$ cat config.mk
export PLATFORM = sky130hd
export DESIGN_NAME = imc_top
export DESIGN_NICKNAME = d
export VERILOG_FILES = /design/src/rtl/imc_pkg.sv /design/src/rtl/imc_slot.sv /design/src/rtl/imc_top.sv
export VERILOG_INCLUDE_DIRS = /design/src /design/src/rtl
export SDC_FILE = /design/constraint.sdc
export NUM_CORES = 1
export LEC_CHECK = 0
export ABC_AREA = 1
export BUFFER_PORTS_ARGS = -buffer_cell sky130_fd_sc_hd__buf_4
export CORE_ASPECT_RATIO = 0.6
export CORE_MARGIN = 5
export CORE_UTILIZATION = 33
export DETAILED_ROUTE_END_ITERATION = 8
export PLACE_DENSITY_LB_ADDON = 0.05
export SYNTH_ARGS = -nofsm -noshare
export SYNTH_HDL_FRONTEND = slang
export SYNTH_SLANG_ARGS = --single-unit
$ cat constraint.sdc
create_clock -name CLOCK_I -period 3.07 [get_ports CLOCK_I]
set_input_delay 0 -clock CLOCK_I [delete_from_list [all_inputs] [get_ports CLOCK_I]]
set_output_delay 0 -clock CLOCK_I [all_outputs]
set_load 0.03 [all_outputs]
$ cat src/rtl/imc_defines.svh
// Register offsets, field positions and reset values for the interrupt slot block
`ifndef IMC_DEFINES_SVH
`define IMC_DEFINES_SVH
`define IMC_SLOTS_OFFSET 32'hFFFFE020
`define IMC_SLOT_LEVEL_LSB 0
`define IMC_SLOT_DMA_BIT 4
`define IMC_SLOT_ACT_LSB 5
`define IMC_SLOT_USED_MASK 8'h77
`define IMC_SLOT_RESET 8'h00
`define IMC_ACT_HIGH_LEVEL 2'h1
`define IMC_FIRST_SOURCE 6'h20
`endif

$ cat src/rtl/imc_pkg.sv
// Types shared by the interrupt slot block
package imc_pkg;
  typedef enum logic [1:0] {RESP_OKAY = 2'h0, RESP_SLVERR = 2'h2} axi_resp_t;
  typedef enum {WR_IDLE, WR_RESP} wr_state_t;
endpackage

$ cat src/rtl/imc_slot.sv
// One per-source slot: request detection and routing to interrupt or DMA
`timescale 1ns/1ns
`include "imc_defines.svh"
module imc_slot (
  // Clock and reset
  input wire logic clock_i,
  input wire logic rst_n_i,
  // Configuration and request
  input wire logic [7:0] cfg_i,
  input wire logic req_i,
  // Routed outputs
  output logic [2:0] int_level_o,
  output logic [7:0] dma_trig_o
);
  logic [1:0] act;
  logic dma_sel;
  logic [2:0] sel;
  logic active;

  // Field extraction
  assign act = cfg_i[`IMC_SLOT_ACT_LSB +: 2];
  assign dma_sel = cfg_i[`IMC_SLOT_DMA_BIT];
  assign sel = cfg_i[`IMC_SLOT_LEVEL_LSB +: 3];
  // Only high level is a defined mode; other codes leave the request inactive
  assign active = (act == `IMC_ACT_HIGH_LEVEL) && req_i;

  // Registered routing outputs
  always_ff @(posedge clock_i or negedge rst_n_i) begin
    if (!rst_n_i) begin
      int_level_o <= 3'h0;
      dma_trig_o <= 8'h00;
    end else begin
      int_level_o <= (active && !dma_sel) ? sel : 3'h0;
      dma_trig_o <= (active && dma_sel) ? (8'h01 << sel) : 8'h00;
    end
  end

  // Routing checks
  a_dma_excl: assert property (@(posedge clock_i) disable iff (!rst_n_i)
    (dma_trig_o != 8'h00) |-> (int_level_o == 3'h0))
    else $error("dma trigger and interrupt both active");
  a_level_follow: assert property (@(posedge clock_i) disable iff (!rst_n_i)
    (active && !dma_sel) |=> (int_level_o == $past(sel)))
    else $error("interrupt level does not follow field");
  a_chan_onehot: assert property (@(posedge clock_i) disable iff (!rst_n_i)
    (active && dma_sel) |=> (dma_trig_o == (8'h01 << $past(sel))))
    else $error("wrong dma channel triggered");
  a_inactive_quiet: assert property (@(posedge clock_i) disable iff (!rst_n_i)
    !active |=> (int_level_o == 3'h0 && dma_trig_o == 8'h00))
    else $error("output without active request");
endmodule

$ cat src/rtl/imc_top.sv
// Interrupt mode control for sources 32 and 33 behind an AXI4-Lite slave
// Operation
// - Two-bit active field; 01 means high level
// - DMA select routes source to DMA, not interrupt
// - Level field: 000 disables, else level 1-7
// - With DMA set, field picks channel 0-7
// - Next byte repeats layout for next source
`timescale 1ns/1ns
`include "imc_defines.svh"
module imc_top #(
  parameter int NUM_SLOTS = 2
) (
  // Clock and reset
  input wire logic CLOCK_I,
  input wire logic RST_N_I,
  // AXI4-Lite write address and data
  input wire logic [31:0] AWADDR_I,
  input wire logic AWVALID_I,
  output logic AWREADY_O,
  input wire logic [31:0] WDATA_I,
  input wire logic [3:0] WSTRB_I,
  input wire logic WVALID_I,
  output logic WREADY_O,
  // AXI4-Lite write response
  output logic [1:0] BRESP_O,
  output logic BVALID_O,
  input wire logic BREADY_I,
  // AXI4-Lite read
  input wire logic [31:0] ARADDR_I,
  input wire logic ARVALID_I,
  output logic ARREADY_O,
  output logic [31:0] RDATA_O,
  output logic [1:0] RRESP_O,
  output logic RVALID_O,
  input wire logic RREADY_I,
  // Peripheral request lines, one per source
  input wire logic [NUM_SLOTS-1:0] REQ_I,
  // Routed outputs, three level bits and eight DMA triggers per source
  output logic [3*NUM_SLOTS-1:0] INT_LEVEL_O,
  output logic [8*NUM_SLOTS-1:0] DMA_TRIG_O
);
  // ************************************************
  // Elaboration check
  // ************************************************
  if (NUM_SLOTS < 1 || NUM_SLOTS > 4) begin : g_bad_slots
    $error("NUM_SLOTS must be 1 to 4");
  end
  if (`IMC_SLOT_ACT_LSB + 2 > 8 || `IMC_SLOT_DMA_BIT > 7) begin : g_bad_layout
    $error("slot fields must fit in one byte");
  end

  // ************************************************
  // Address decode
  // ************************************************
  // Only bits 31:2 are compared; byte lanes inside the word follow the strobes
  function automatic logic hit(input logic [31:0] addr);
    logic [31:0] base;
    base = `IMC_SLOTS_OFFSET;
    hit = (addr[31:2] == base[31:2]);
  endfunction

  // ************************************************
  // Slot field decode
  // ************************************************
  // Shared by the routing checks so each reads the same bit positions
  function automatic logic [1:0] act_field(input logic [7:0] cfg);
    act_field = cfg[`IMC_SLOT_ACT_LSB +: 2];
  endfunction

  function automatic logic dma_field(input logic [7:0] cfg);
    dma_field = cfg[`IMC_SLOT_DMA_BIT];
  endfunction

  function automatic logic [2:0] sel_field(input logic [7:0] cfg);
    sel_field = cfg[`IMC_SLOT_LEVEL_LSB +: 3];
  endfunction

  logic [7:0] slot [NUM_SLOTS];
  logic aw_held;
  logic w_held;
  logic [31:0] aw_addr;
  logic [31:0] w_data;
  logic [3:0] w_strb;
  logic do_write;
  imc_pkg::wr_state_t wr_state;
  logic [31:0] rd_word;

  // Accept address and data in either order, one write at a time
  assign AWREADY_O = !aw_held && (wr_state == imc_pkg::WR_IDLE);
  assign WREADY_O = !w_held && (wr_state == imc_pkg::WR_IDLE);
  assign do_write = aw_held && w_held && (wr_state == imc_pkg::WR_IDLE);

  // Write address capture
  always_ff @(posedge CLOCK_I or negedge RST_N_I) begin
    if (!RST_N_I) begin
      aw_held <= 1'b0;
      aw_addr <= 32'h0000_0000;
    end else if (AWVALID_I && AWREADY_O) begin
      aw_held <= 1'b1;
      aw_addr <= AWADDR_I;
    end else if (do_write) begin
      aw_held <= 1'b0;
    end
  end

  // Write data capture
  always_ff @(posedge CLOCK_I or negedge RST_N_I) begin
    if (!RST_N_I) begin
      w_held <= 1'b0;
      w_data <= 32'h0000_0000;
      w_strb <= 4'h0;
    end else if (WVALID_I && WREADY_O) begin
      w_held <= 1'b1;
      w_data <= WDATA_I;
      w_strb <= WSTRB_I;
    end else if (do_write) begin
      w_held <= 1'b0;
    end
  end

  // Write response state
  always_ff @(posedge CLOCK_I or negedge RST_N_I) begin
    if (!RST_N_I) begin
      wr_state <= imc_pkg::WR_IDLE;
      BRESP_O <= imc_pkg::RESP_OKAY;
    end else begin
      case (wr_state)
        imc_pkg::WR_IDLE: begin
          if (do_write) begin
            wr_state <= imc_pkg::WR_RESP;
            BRESP_O <= hit(aw_addr) ? imc_pkg::RESP_OKAY : imc_pkg::RESP_SLVERR;
          end
        end
        imc_pkg::WR_RESP: begin
          if (BREADY_I) begin
            wr_state <= imc_pkg::WR_IDLE;
          end
        end
        default: begin
          wr_state <= imc_pkg::WR_IDLE;
        end
      endcase
    end
  end
  assign BVALID_O = (wr_state == imc_pkg::WR_RESP);

  // ************************************************
  // Slot storage, one byte per source
  // ************************************************
  for (genvar s = 0; s < NUM_SLOTS; s++) begin : g_slot
    // Reset value is not an operating mode; software must set 01 first
    always_ff @(posedge CLOCK_I or negedge RST_N_I) begin
      if (!RST_N_I) begin
        slot[s] <= `IMC_SLOT_RESET;
      end else if (do_write && hit(aw_addr) && w_strb[s]) begin
        slot[s] <= w_data[8*s +: 8] & `IMC_SLOT_USED_MASK;
      end
    end

    imc_slot u_slot (
      .clock_i(CLOCK_I),
      .rst_n_i(RST_N_I),
      .cfg_i(slot[s]),
      .req_i(REQ_I[s]),
      .int_level_o(INT_LEVEL_O[3*s +: 3]),
      .dma_trig_o(DMA_TRIG_O[8*s +: 8])
    );

    a_unused_zero: assert property (@(posedge CLOCK_I) disable iff (!RST_N_I)
      (slot[s] & ~`IMC_SLOT_USED_MASK) == 8'h00)
      else $error("unused slot bit set");

    // Stored byte reaches this source's pins one cycle later
    a_level_route: assert property (@(posedge CLOCK_I) disable iff (!RST_N_I)
      (act_field(slot[s]) == `IMC_ACT_HIGH_LEVEL && REQ_I[s] && !dma_field(slot[s]))
      |=> (INT_LEVEL_O[3*s +: 3] == $past(sel_field(slot[s]))))
      else $error("interrupt level pin does not follow slot");
    // Channel code maps straight onto one trigger bit
    a_chan_route: assert property (@(posedge CLOCK_I) disable iff (!RST_N_I)
      (act_field(slot[s]) == `IMC_ACT_HIGH_LEVEL && REQ_I[s] && dma_field(slot[s]))
      |=> (DMA_TRIG_O[8*s +: 8] == (8'h01 << $past(sel_field(slot[s])))))
      else $error("dma trigger pin does not follow slot");

    // DMA select steers the request away from the interrupt path
    a_dma_no_level: assert property (@(posedge CLOCK_I) disable iff (!RST_N_I)
      dma_field(slot[s]) |=> (INT_LEVEL_O[3*s +: 3] == 3'h0))
      else $error("interrupt raised with dma select set");
    a_level_no_dma: assert property (@(posedge CLOCK_I) disable iff (!RST_N_I)
      !dma_field(slot[s]) |=> (DMA_TRIG_O[8*s +: 8] == 8'h00))
      else $error("dma triggered with dma select clear");

    // Level code zero keeps the interrupt off, even with the line high
    a_zero_disables: assert property (@(posedge CLOCK_I) disable iff (!RST_N_I)
      (sel_field(slot[s]) == 3'h0) |=> (INT_LEVEL_O[3*s +: 3] == 3'h0))
      else $error("level zero did not disable interrupt");

    // Any other active code, or a low line, keeps both paths quiet
    a_act_gate: assert property (@(posedge CLOCK_I) disable iff (!RST_N_I)
      (act_field(slot[s]) != `IMC_ACT_HIGH_LEVEL || !REQ_I[s])
      |=> (INT_LEVEL_O[3*s +: 3] == 3'h0 && DMA_TRIG_O[8*s +: 8] == 8'h00))
      else $error("output without high level request");

    // At most one channel per source, so the DMA side never sees a pair
    a_chan_onehot0: assert property (@(posedge CLOCK_I) disable iff (!RST_N_I)
      $onehot0(DMA_TRIG_O[8*s +: 8]))
      else $error("more than one dma channel triggered");

    // Storage moves only on a mapped write with this byte's strobe
    a_slot_hold: assert property (@(posedge CLOCK_I) disable iff (!RST_N_I)
      !(do_write && hit(aw_addr) && w_strb[s]) |=> $stable(slot[s]))
      else $error("slot changed without its write");
    // Unused bits are masked on the way in, never stored
    a_slot_store: assert property (@(posedge CLOCK_I) disable iff (!RST_N_I)
      (do_write && hit(aw_addr) && w_strb[s])
      |=> (slot[s] == ($past(w_data[8*s +: 8]) & `IMC_SLOT_USED_MASK)))
      else $error("slot byte not stored as masked");
  end

  // Read word assembly; bytes past the last slot read zero
  always_comb begin
    rd_word = 32'h0000_0000;
    for (int s = 0; s < NUM_SLOTS; s++) begin
      rd_word[8*s +: 8] = slot[s];
    end
  end

  // ************************************************
  // Read channel
  // ************************************************
  assign ARREADY_O = !RVALID_O;

  // Read data registered one cycle after address acceptance
  always_ff @(posedge CLOCK_I or negedge RST_N_I) begin
    if (!RST_N_I) begin
      RVALID_O <= 1'b0;
      RDATA_O <= 32'h0000_0000;
      RRESP_O <= imc_pkg::RESP_OKAY;
    end else if (ARVALID_I && ARREADY_O) begin
      RVALID_O <= 1'b1;
      RDATA_O <= hit(ARADDR_I) ? rd_word : 32'h0000_0000;
      RRESP_O <= hit(ARADDR_I) ? imc_pkg::RESP_OKAY : imc_pkg::RESP_SLVERR;
    end else if (RREADY_I) begin
      RVALID_O <= 1'b0;
    end
  end

  a_write_resp: assert property (@(posedge CLOCK_I) disable iff (!RST_N_I)
    do_write |=> BVALID_O)
    else $error("write response missing");
  a_read_unused: assert property (@(posedge CLOCK_I) disable iff (!RST_N_I)
    (ARVALID_I && ARREADY_O && hit(ARADDR_I)) |=> ((RDATA_O & 32'h8888_8888) == 32'h0000_0000))
    else $error("unused bit read nonzero");
  a_slot_write: assert property (@(posedge CLOCK_I) disable iff (!RST_N_I)
    (do_write && hit(aw_addr) && w_strb[0]) |=> (slot[0] == ($past(w_data[7:0]) & `IMC_SLOT_USED_MASK)))
    else $error("slot byte not stored");

  // ************************************************
  // Bus handshake checks
  // ************************************************
  // Readies fall while a response waits, so nothing can overwrite it
  a_bvalid_hold: assert property (@(posedge CLOCK_I) disable iff (!RST_N_I)
    (BVALID_O && !BREADY_I) |=> (BVALID_O && $stable(BRESP_O)))
    else $error("write response dropped or changed before taken");
  // The read side holds data and response code together
  a_rvalid_hold: assert property (@(posedge CLOCK_I) disable iff (!RST_N_I)
    (RVALID_O && !RREADY_I) |=> (RVALID_O && $stable(RDATA_O) && $stable(RRESP_O)))
    else $error("read response dropped or changed before taken");

  // Each response clears on the edge that hands it over
  a_bvalid_clear: assert property (@(posedge CLOCK_I) disable iff (!RST_N_I)
    (BVALID_O && BREADY_I) |=> !BVALID_O)
    else $error("write response stayed after handshake");
  a_rvalid_clear: assert property (@(posedge CLOCK_I) disable iff (!RST_N_I)
    (RVALID_O && RREADY_I) |=> !RVALID_O)
    else $error("read response stayed after handshake");

  // Two cycles for a write taken in one beat, one for a read
  a_write_latency: assert property (@(posedge CLOCK_I) disable iff (!RST_N_I)
    (AWVALID_I && AWREADY_O && WVALID_I && WREADY_O) |-> ##2 BVALID_O)
    else $error("write response late");
  a_read_latency: assert property (@(posedge CLOCK_I) disable iff (!RST_N_I)
    (ARVALID_I && ARREADY_O) |=> RVALID_O)
    else $error("read response late");

  // Unmapped writes answer with an error and mapped ones with okay
  a_write_miss: assert property (@(posedge CLOCK_I) disable iff (!RST_N_I)
    (do_write && !hit(aw_addr)) |=> (BRESP_O == imc_pkg::RESP_SLVERR))
    else $error("unmapped write not refused");
  a_write_hit: assert property (@(posedge CLOCK_I) disable iff (!RST_N_I)
    (do_write && hit(aw_addr)) |=> (BRESP_O == imc_pkg::RESP_OKAY))
    else $error("mapped write refused");

  // Reads return the assembled word, or zero with an error when unmapped
  a_read_hit: assert property (@(posedge CLOCK_I) disable iff (!RST_N_I)
    (ARVALID_I && ARREADY_O && hit(ARADDR_I))
    |=> (RRESP_O == imc_pkg::RESP_OKAY && RDATA_O == $past(rd_word)))
    else $error("mapped read wrong");
  // Zero data keeps a stray read from looking like a configured slot
  a_read_miss: assert property (@(posedge CLOCK_I) disable iff (!RST_N_I)
    (ARVALID_I && ARREADY_O && !hit(ARADDR_I))
    |=> (RRESP_O == imc_pkg::RESP_SLVERR && RDATA_O == 32'h0000_0000))
    else $error("unmapped read not refused");

  // Bytes past the last slot read zero, whatever the slot count
  a_upper_zero: assert property (@(posedge CLOCK_I) disable iff (!RST_N_I)
    (ARVALID_I && ARREADY_O && hit(ARADDR_I)) |=> ((RDATA_O >> (8 * NUM_SLOTS)) == 32'h0000_0000))
    else $error("byte past last slot read nonzero");
endmodule

# == After elaboration in Yosys (flattened, before gate mapping) ==
# Cells that the tools add are included.
# W data, S select, Z words.
# word_totals
latchBits,0
inputBits,109
n_memories,0
wordCells,69
romBits,0
output_inout_bits,63
mem_bits_rw,0
register_bits,154
# op_classes
n_div,0
magnitude_cmp,0
n_mux,15
shift,2
bitwise_logic,0
addsub,0
n_eq_ne,8
mul,0
n_reduce_logical,28
# ops
operator,n
$logic_not A32 Y1,2
$mux W32,2
$pmux W32 S2,1
$eq A30 B30 Y1 const B,2
$eq A32 B1 Y1 const B,1
$eq A32 B2 Y1 const B,1
$logic_and A1 B1 Y1,16
$mux W8,2
$shl A1 B3 Y8 const A,2
$mux W15,1
$mux W3,2
$reduce_bool A2 Y1,3
$logic_not A1 Y1,5
$mux W1,5
$eq A2 B1 Y1 const B,2
$mux W2,2
$ne A2 B2 Y1 const B,2
$reduce_and A2 Y1,2

# == Longest topological paths before layout ==
# logic_depth
ltp_word,4
mapped_depth,9
depth_no_buf,8

# == By module ==
# A second synthesis with hierarchy kept.
# hier_totals
cells_unflattened,413
area_unflattened_um2,4239.1
# by_module_without_submodules
mod,seq_area_each_um2,instances,area_each_um2,cells_each
imc_top,1851.8,1,3455.8,337
imc_slot,275.3,2,391.6,38

# == Worst setup path before layout ==
# Ideal clock, no wire load.
# synth_timing
path_kind,flip-flop to flip-flop
from,register wr_state[0]
to,register aw_addr[16]
path_buffers,1
period_less_slack_ns,1.662
arrival_ns,1.537
stages_incl_launch_ff,5
slack_ns,1.408
setup_ns,0.125
required_ns,2.945
cell_sequence,dfrtp_1 -> nor2_2 -> nand2_2 -> buf_6 -> mux2_4
# synth_between
elab_chain_cells,3
# synth_lines
element,line_no,source
start: declaration,imc_top.sv:85,imc_pkg::wr_state_t wr_state;
start signal: assignment,imc_top.sv:124,wr_state <= imc_pkg::WR_IDLE;
start signal: assignment,imc_top.sv:130,wr_state <= imc_pkg::WR_RESP;
start signal: assignment,imc_top.sv:136,wr_state <= imc_pkg::WR_IDLE;
$logic_not A32 Y1,imc_top.sv:89,assign AWREADY_O = !aw_held && (wr_state == imc_pkg::WR_IDLE);
$logic_and A1 B1 Y1,imc_top.sv:89,
net AWREADY_O,imc_top.sv:19,"output logic AWREADY_O,"
$logic_and A1 B1 Y1,imc_top.sv:98,end else if (AWVALID_I && AWREADY_O) begin
end signal: assignment,imc_top.sv:97,aw_addr <= 32'h0000_0000;
end signal: assignment,imc_top.sv:100,aw_addr <= AWADDR_I;
end: declaration,imc_top.sv:81,logic [31:0] aw_addr;
# The timed path passes the listed nets, and every way through them passes these cells.
# A chain may end at the register's enable or synchronous reset.

# == Worst setup path in the final report ==
# layout_timing
from,register wr_state[0]
to,register aw_addr[26]
# layout_between
elab_chain_cells,3
# layout_lines
element,line_no
$logic_not A32 Y1,imc_top.sv:89
$logic_and A1 B1 Y1,imc_top.sv:89
$logic_and A1 B1 Y1,imc_top.sv:98
# Every way passes these cells.

==> impl_metrics.csv <==
group,metric,value,unit
run_status,outcome,"finished, final reports clean",
place,gp_congestion,0.738,
power,power_density,687,mW/mm2
place,io_buffers,123,
critical_path,crit_cells,3,
yosys,synthArstFlopShare,1.00,
critical_path,r2r_cells,3,
clock_network,cts_buffers,9,
cells_and_area,postLayoutCoreUtil,0.490,
grt,busiest_layer,"met2",
grt,grt_overflow,0,
sta,timing.hold.ws,0.0556,ns
floorplan,start_util,0.343,
sta,final_hold_viol_count,0,
cells_and_area,nFillCells,1138,
routing,drt-vias-per-instance,4.20,
yosys,yosys_warnings,0,
critical_path,crit_type,"flop to flop",
yosys,ys_ff_latch,96,
routing,drtPass1Iterations,4,
worst_hold_path,hold_path.class,"input pin to flop",
critical_path,crit_family,"simple AND/OR/NAND/NOR gates",
grt,grtUsageMet2,0.216,
sta,fmax,0.515,GHz
routing,detail-route-antenna-nets,0,
critical_path,cp.arrival,2.16,ns
yosys,synthMuxAreaShare,0.111,
floorplan,die_area,0.0151,mm2
clock_network,root_buffer,"clkbuf_16",
grt,grt_pass1_vias,3358,
grt,gr-usage-met3,0.0352,
yosys,syn_avg_cell_area,10.5,um2
clock_network,cts.clk_slew.worst_paths,0.08,ns
critical_path,timing.critical_path.to,"aw_addr[26]",
clock_network,postCtsResizedCells,0,
routing,vias,3120,
yosys,synth_edf_count,0,
floorplan,core,0.0122,mm2
floorplan,die_h,97.2,um
grt,met1_usage,0.193,
critical_path,cp_slowest_cell,"nand2_2",
sta,max-slew-margin-rel,0.238,
cells_and_area,diodes,0,
routing,drt_wl_total,10200,um
place,dp.final_hpwl,7320,um
yosys,synth_compound_area_frac,0.0401,
critical_path,crit_start,"wr_state[0]",
run,maxCapViolCount,0,
clock_network,post_cts.repair.setup_buffers,0,
sta,setup_viol,0,
critical_path,path_buf_inv,0,
clock_network,htreeDepth,3,
grt,grt_pass1_wl,16900,um
grt,grt_max_degree,47,
floorplan,rows,31,
critical_path,start_kind,"flop",
yosys,yosysSeqAreaShare,0.574,
clock_network,clk_latency,0.34,ns
clock_network,cts_tree,"done",
critical_path,rrSetupSlack,1.13,ns
critical_path,reg2reg_to,"aw_addr[26]",
grt,antenna_found_initial,0,
yosys,synth_area,0.00419,mm2
clock_network,cts_sinks,96,
yosys,yosysUniqueCellTypes,26,
critical_path,cp_cell_sequence,"nor2_2 -> nand2_2 -> mux2_4",
routing,drc,0,
power,leakagePower,3.05,nW
sta,fin_crit,1.94,ns
sta,tns,0,ns
routing,wl_per_cell,13.7,um
routing,drt_iter0_drc,81,
sta,rsz0062_at_grt,"no",
power,ir_drop,0.482,mV
critical_path,end_kind,"flop",
yosys,synth-main-ff-cell,"dfrtp_1",
yosys,synth_xor_area_frac,0,
floorplan,boundaryPins,172,
critical_path,worstPathRequired,3.29,ns
cells_and_area,layout-drive-gt1-share,0.336,
yosys,syn_inst,400,
cells_and_area,area_delta_synth_final,43.0,%
sta,slew_violations,0,
floorplan,fp.dieW,155,um
sta,fin_skew,0.0101,ns
sta,min_period_over_period,0.633,
clock_network,clock_path_buffers,2,
yosys,synthSimpleGateAreaFrac,0.182,
critical_path,critPathMaxFanout,42,
yosys,synth_top_family_by_area,"simple AND/OR/NAND/NOR gates",
cells_and_area,nets,682,
grt,grt_usage,0.138,
critical_path,slowest_delay,0.63,ns
sta,tightest_slew,1.14,ns
yosys,synth_fa_ha_area_frac,0,
critical_path,reg2reg_from,"wr_state[0]",
through the flow:
stage / cells / cell area (um2) / worst slack (ns) / power, W
floorplan: 421 / 4260 / 1.41 / 0.00259
global route: 743 / 5980 / 1.00 / 0.00434
global placement: 678 / 5160 / 1.17 / 0.00281
detailed placement: 678 / 5160 / 1.14 / 0.00283
CTS: 743 / 5980 / 1.11 / 0.00416
finish: 743 / 5980 / 1.13 / 0.00411
cell type report:
class,instances,area (um2),share of cell area
Clock buffer,10,239,0.0399
Multi-Input combinational cell,257,1480,0.247
Timing Repair Buffer,174,1430,0.239
Clock inverter,6,97.6,0.0163
Inverter,35,131,0.0220
Sequential cell,96,2400,0.402
Tap cell,165,206,0.0345
state kept, by name (all words and copies together) (netlist names):
register                   cells
aw_addr                       30
g_slot.u_slot.dma_trig_o      16
RDATA_O                       12
rd_word                       12
w_data                        12
g_slot.u_slot.int_level_o      6
w_strb                         2
BRESP_O                        1
RRESP_O                        1
RVALID_O                       1
aw_held                        1
w_held                         1
wr_state                       1
synth_stat cells (2+ instances only):
master   instances  area, um2
dfrtp_1         96       2400
buf_4           23        173
a21oi_2          9       78.8
mux2_2           8       90.1
nand3_1          5       25.0
nand4_2          2       25.0
mux2_4          25        375
nand2_2          2       12.5
nor2_2           4       25.0
o21ai_1          9       45.0
nor2_1          56        210
buf_6            5       56.3
buf_2            4       20.0
nand2_1         84        315
a21oi_1          3       15.0
o21ai_0          3       15.0
inv_1           34        128
nor3_1           3       15.0
nand4_1         18        113
cell usage in the layout (no fill, tap or decap), drive strengths merged:
master / n
a21oi: 12
a31oi: 1
buf: 125
bufinv: 2
clkbuf: 10
conb: 22
dfrtp: 96
dlygate4sd3: 49
inv: 39
mux2: 33
nand2: 86
nand3: 6
nand4: 20
nor2: 61
nor3: 3
o21a: 1
o21ai: 12
worst register-to-register path, cell delays in order, from the launching register on:
cell and delay (ns):
dfrtp_1 0.44, nor2_2 0.17, nand2_2 0.63, mux2_4 0.59
cell families after synthesis:
| logic type | after synthesis |
|---|---|
| AO/OA/AOI/OAI | 26 |
| flip-flops | 96 |
| AND/OR/NAND/NOR | 176 |
| multiplexers | 33 |
| other | 1 |
| buffers and inverters | 68 |
worst min-delay path by stage:
stage,start,endpoint,slack (ns),cells past startpoint
after floorplan,RST_N_I,BRESP_O[1],-0.30,0
final,ARADDR_I[26],RDATA_O[13],0.06,5
after detailed placement,RST_N_I,aw_addr[8],0.05,1
after CTS,ARADDR_I[18],RDATA_O[5],0.04,5
after global routing,ARVALID_I,RRESP_O[1],0.05,4
after global placement,RST_N_I,aw_addr[8],0.05,1
per-layer routing:
| metal | routed length [um] | up-vias | part of all wire |
|---|---|---|---|
| met5 | 0 | - | 0 |
| li1 | - | 1580 | - |
| met1 | 5160 | 1462 | 0.51 |
| met2 | 4480 | 71 | 0.44 |
| met3 | 465 | 7 | 0.046 |
| met4 | 77 | 0 | 0.0076 |
where the power goes:
group,internal [W],total (W),switching [W]
sequential,0.00158,0.00178,0.000205
combinational,0.000586,0.00107,0.000484
clock,0.000751,0.00126,0.000508
total,0.00292,0.00411,0.00120
what timing repair did:
item,CTS,global route
hold buffers,49,0
setup endpoints to repair,0,0
hold endpoints to repair,95,0
(Power assumes the default switching activity.)
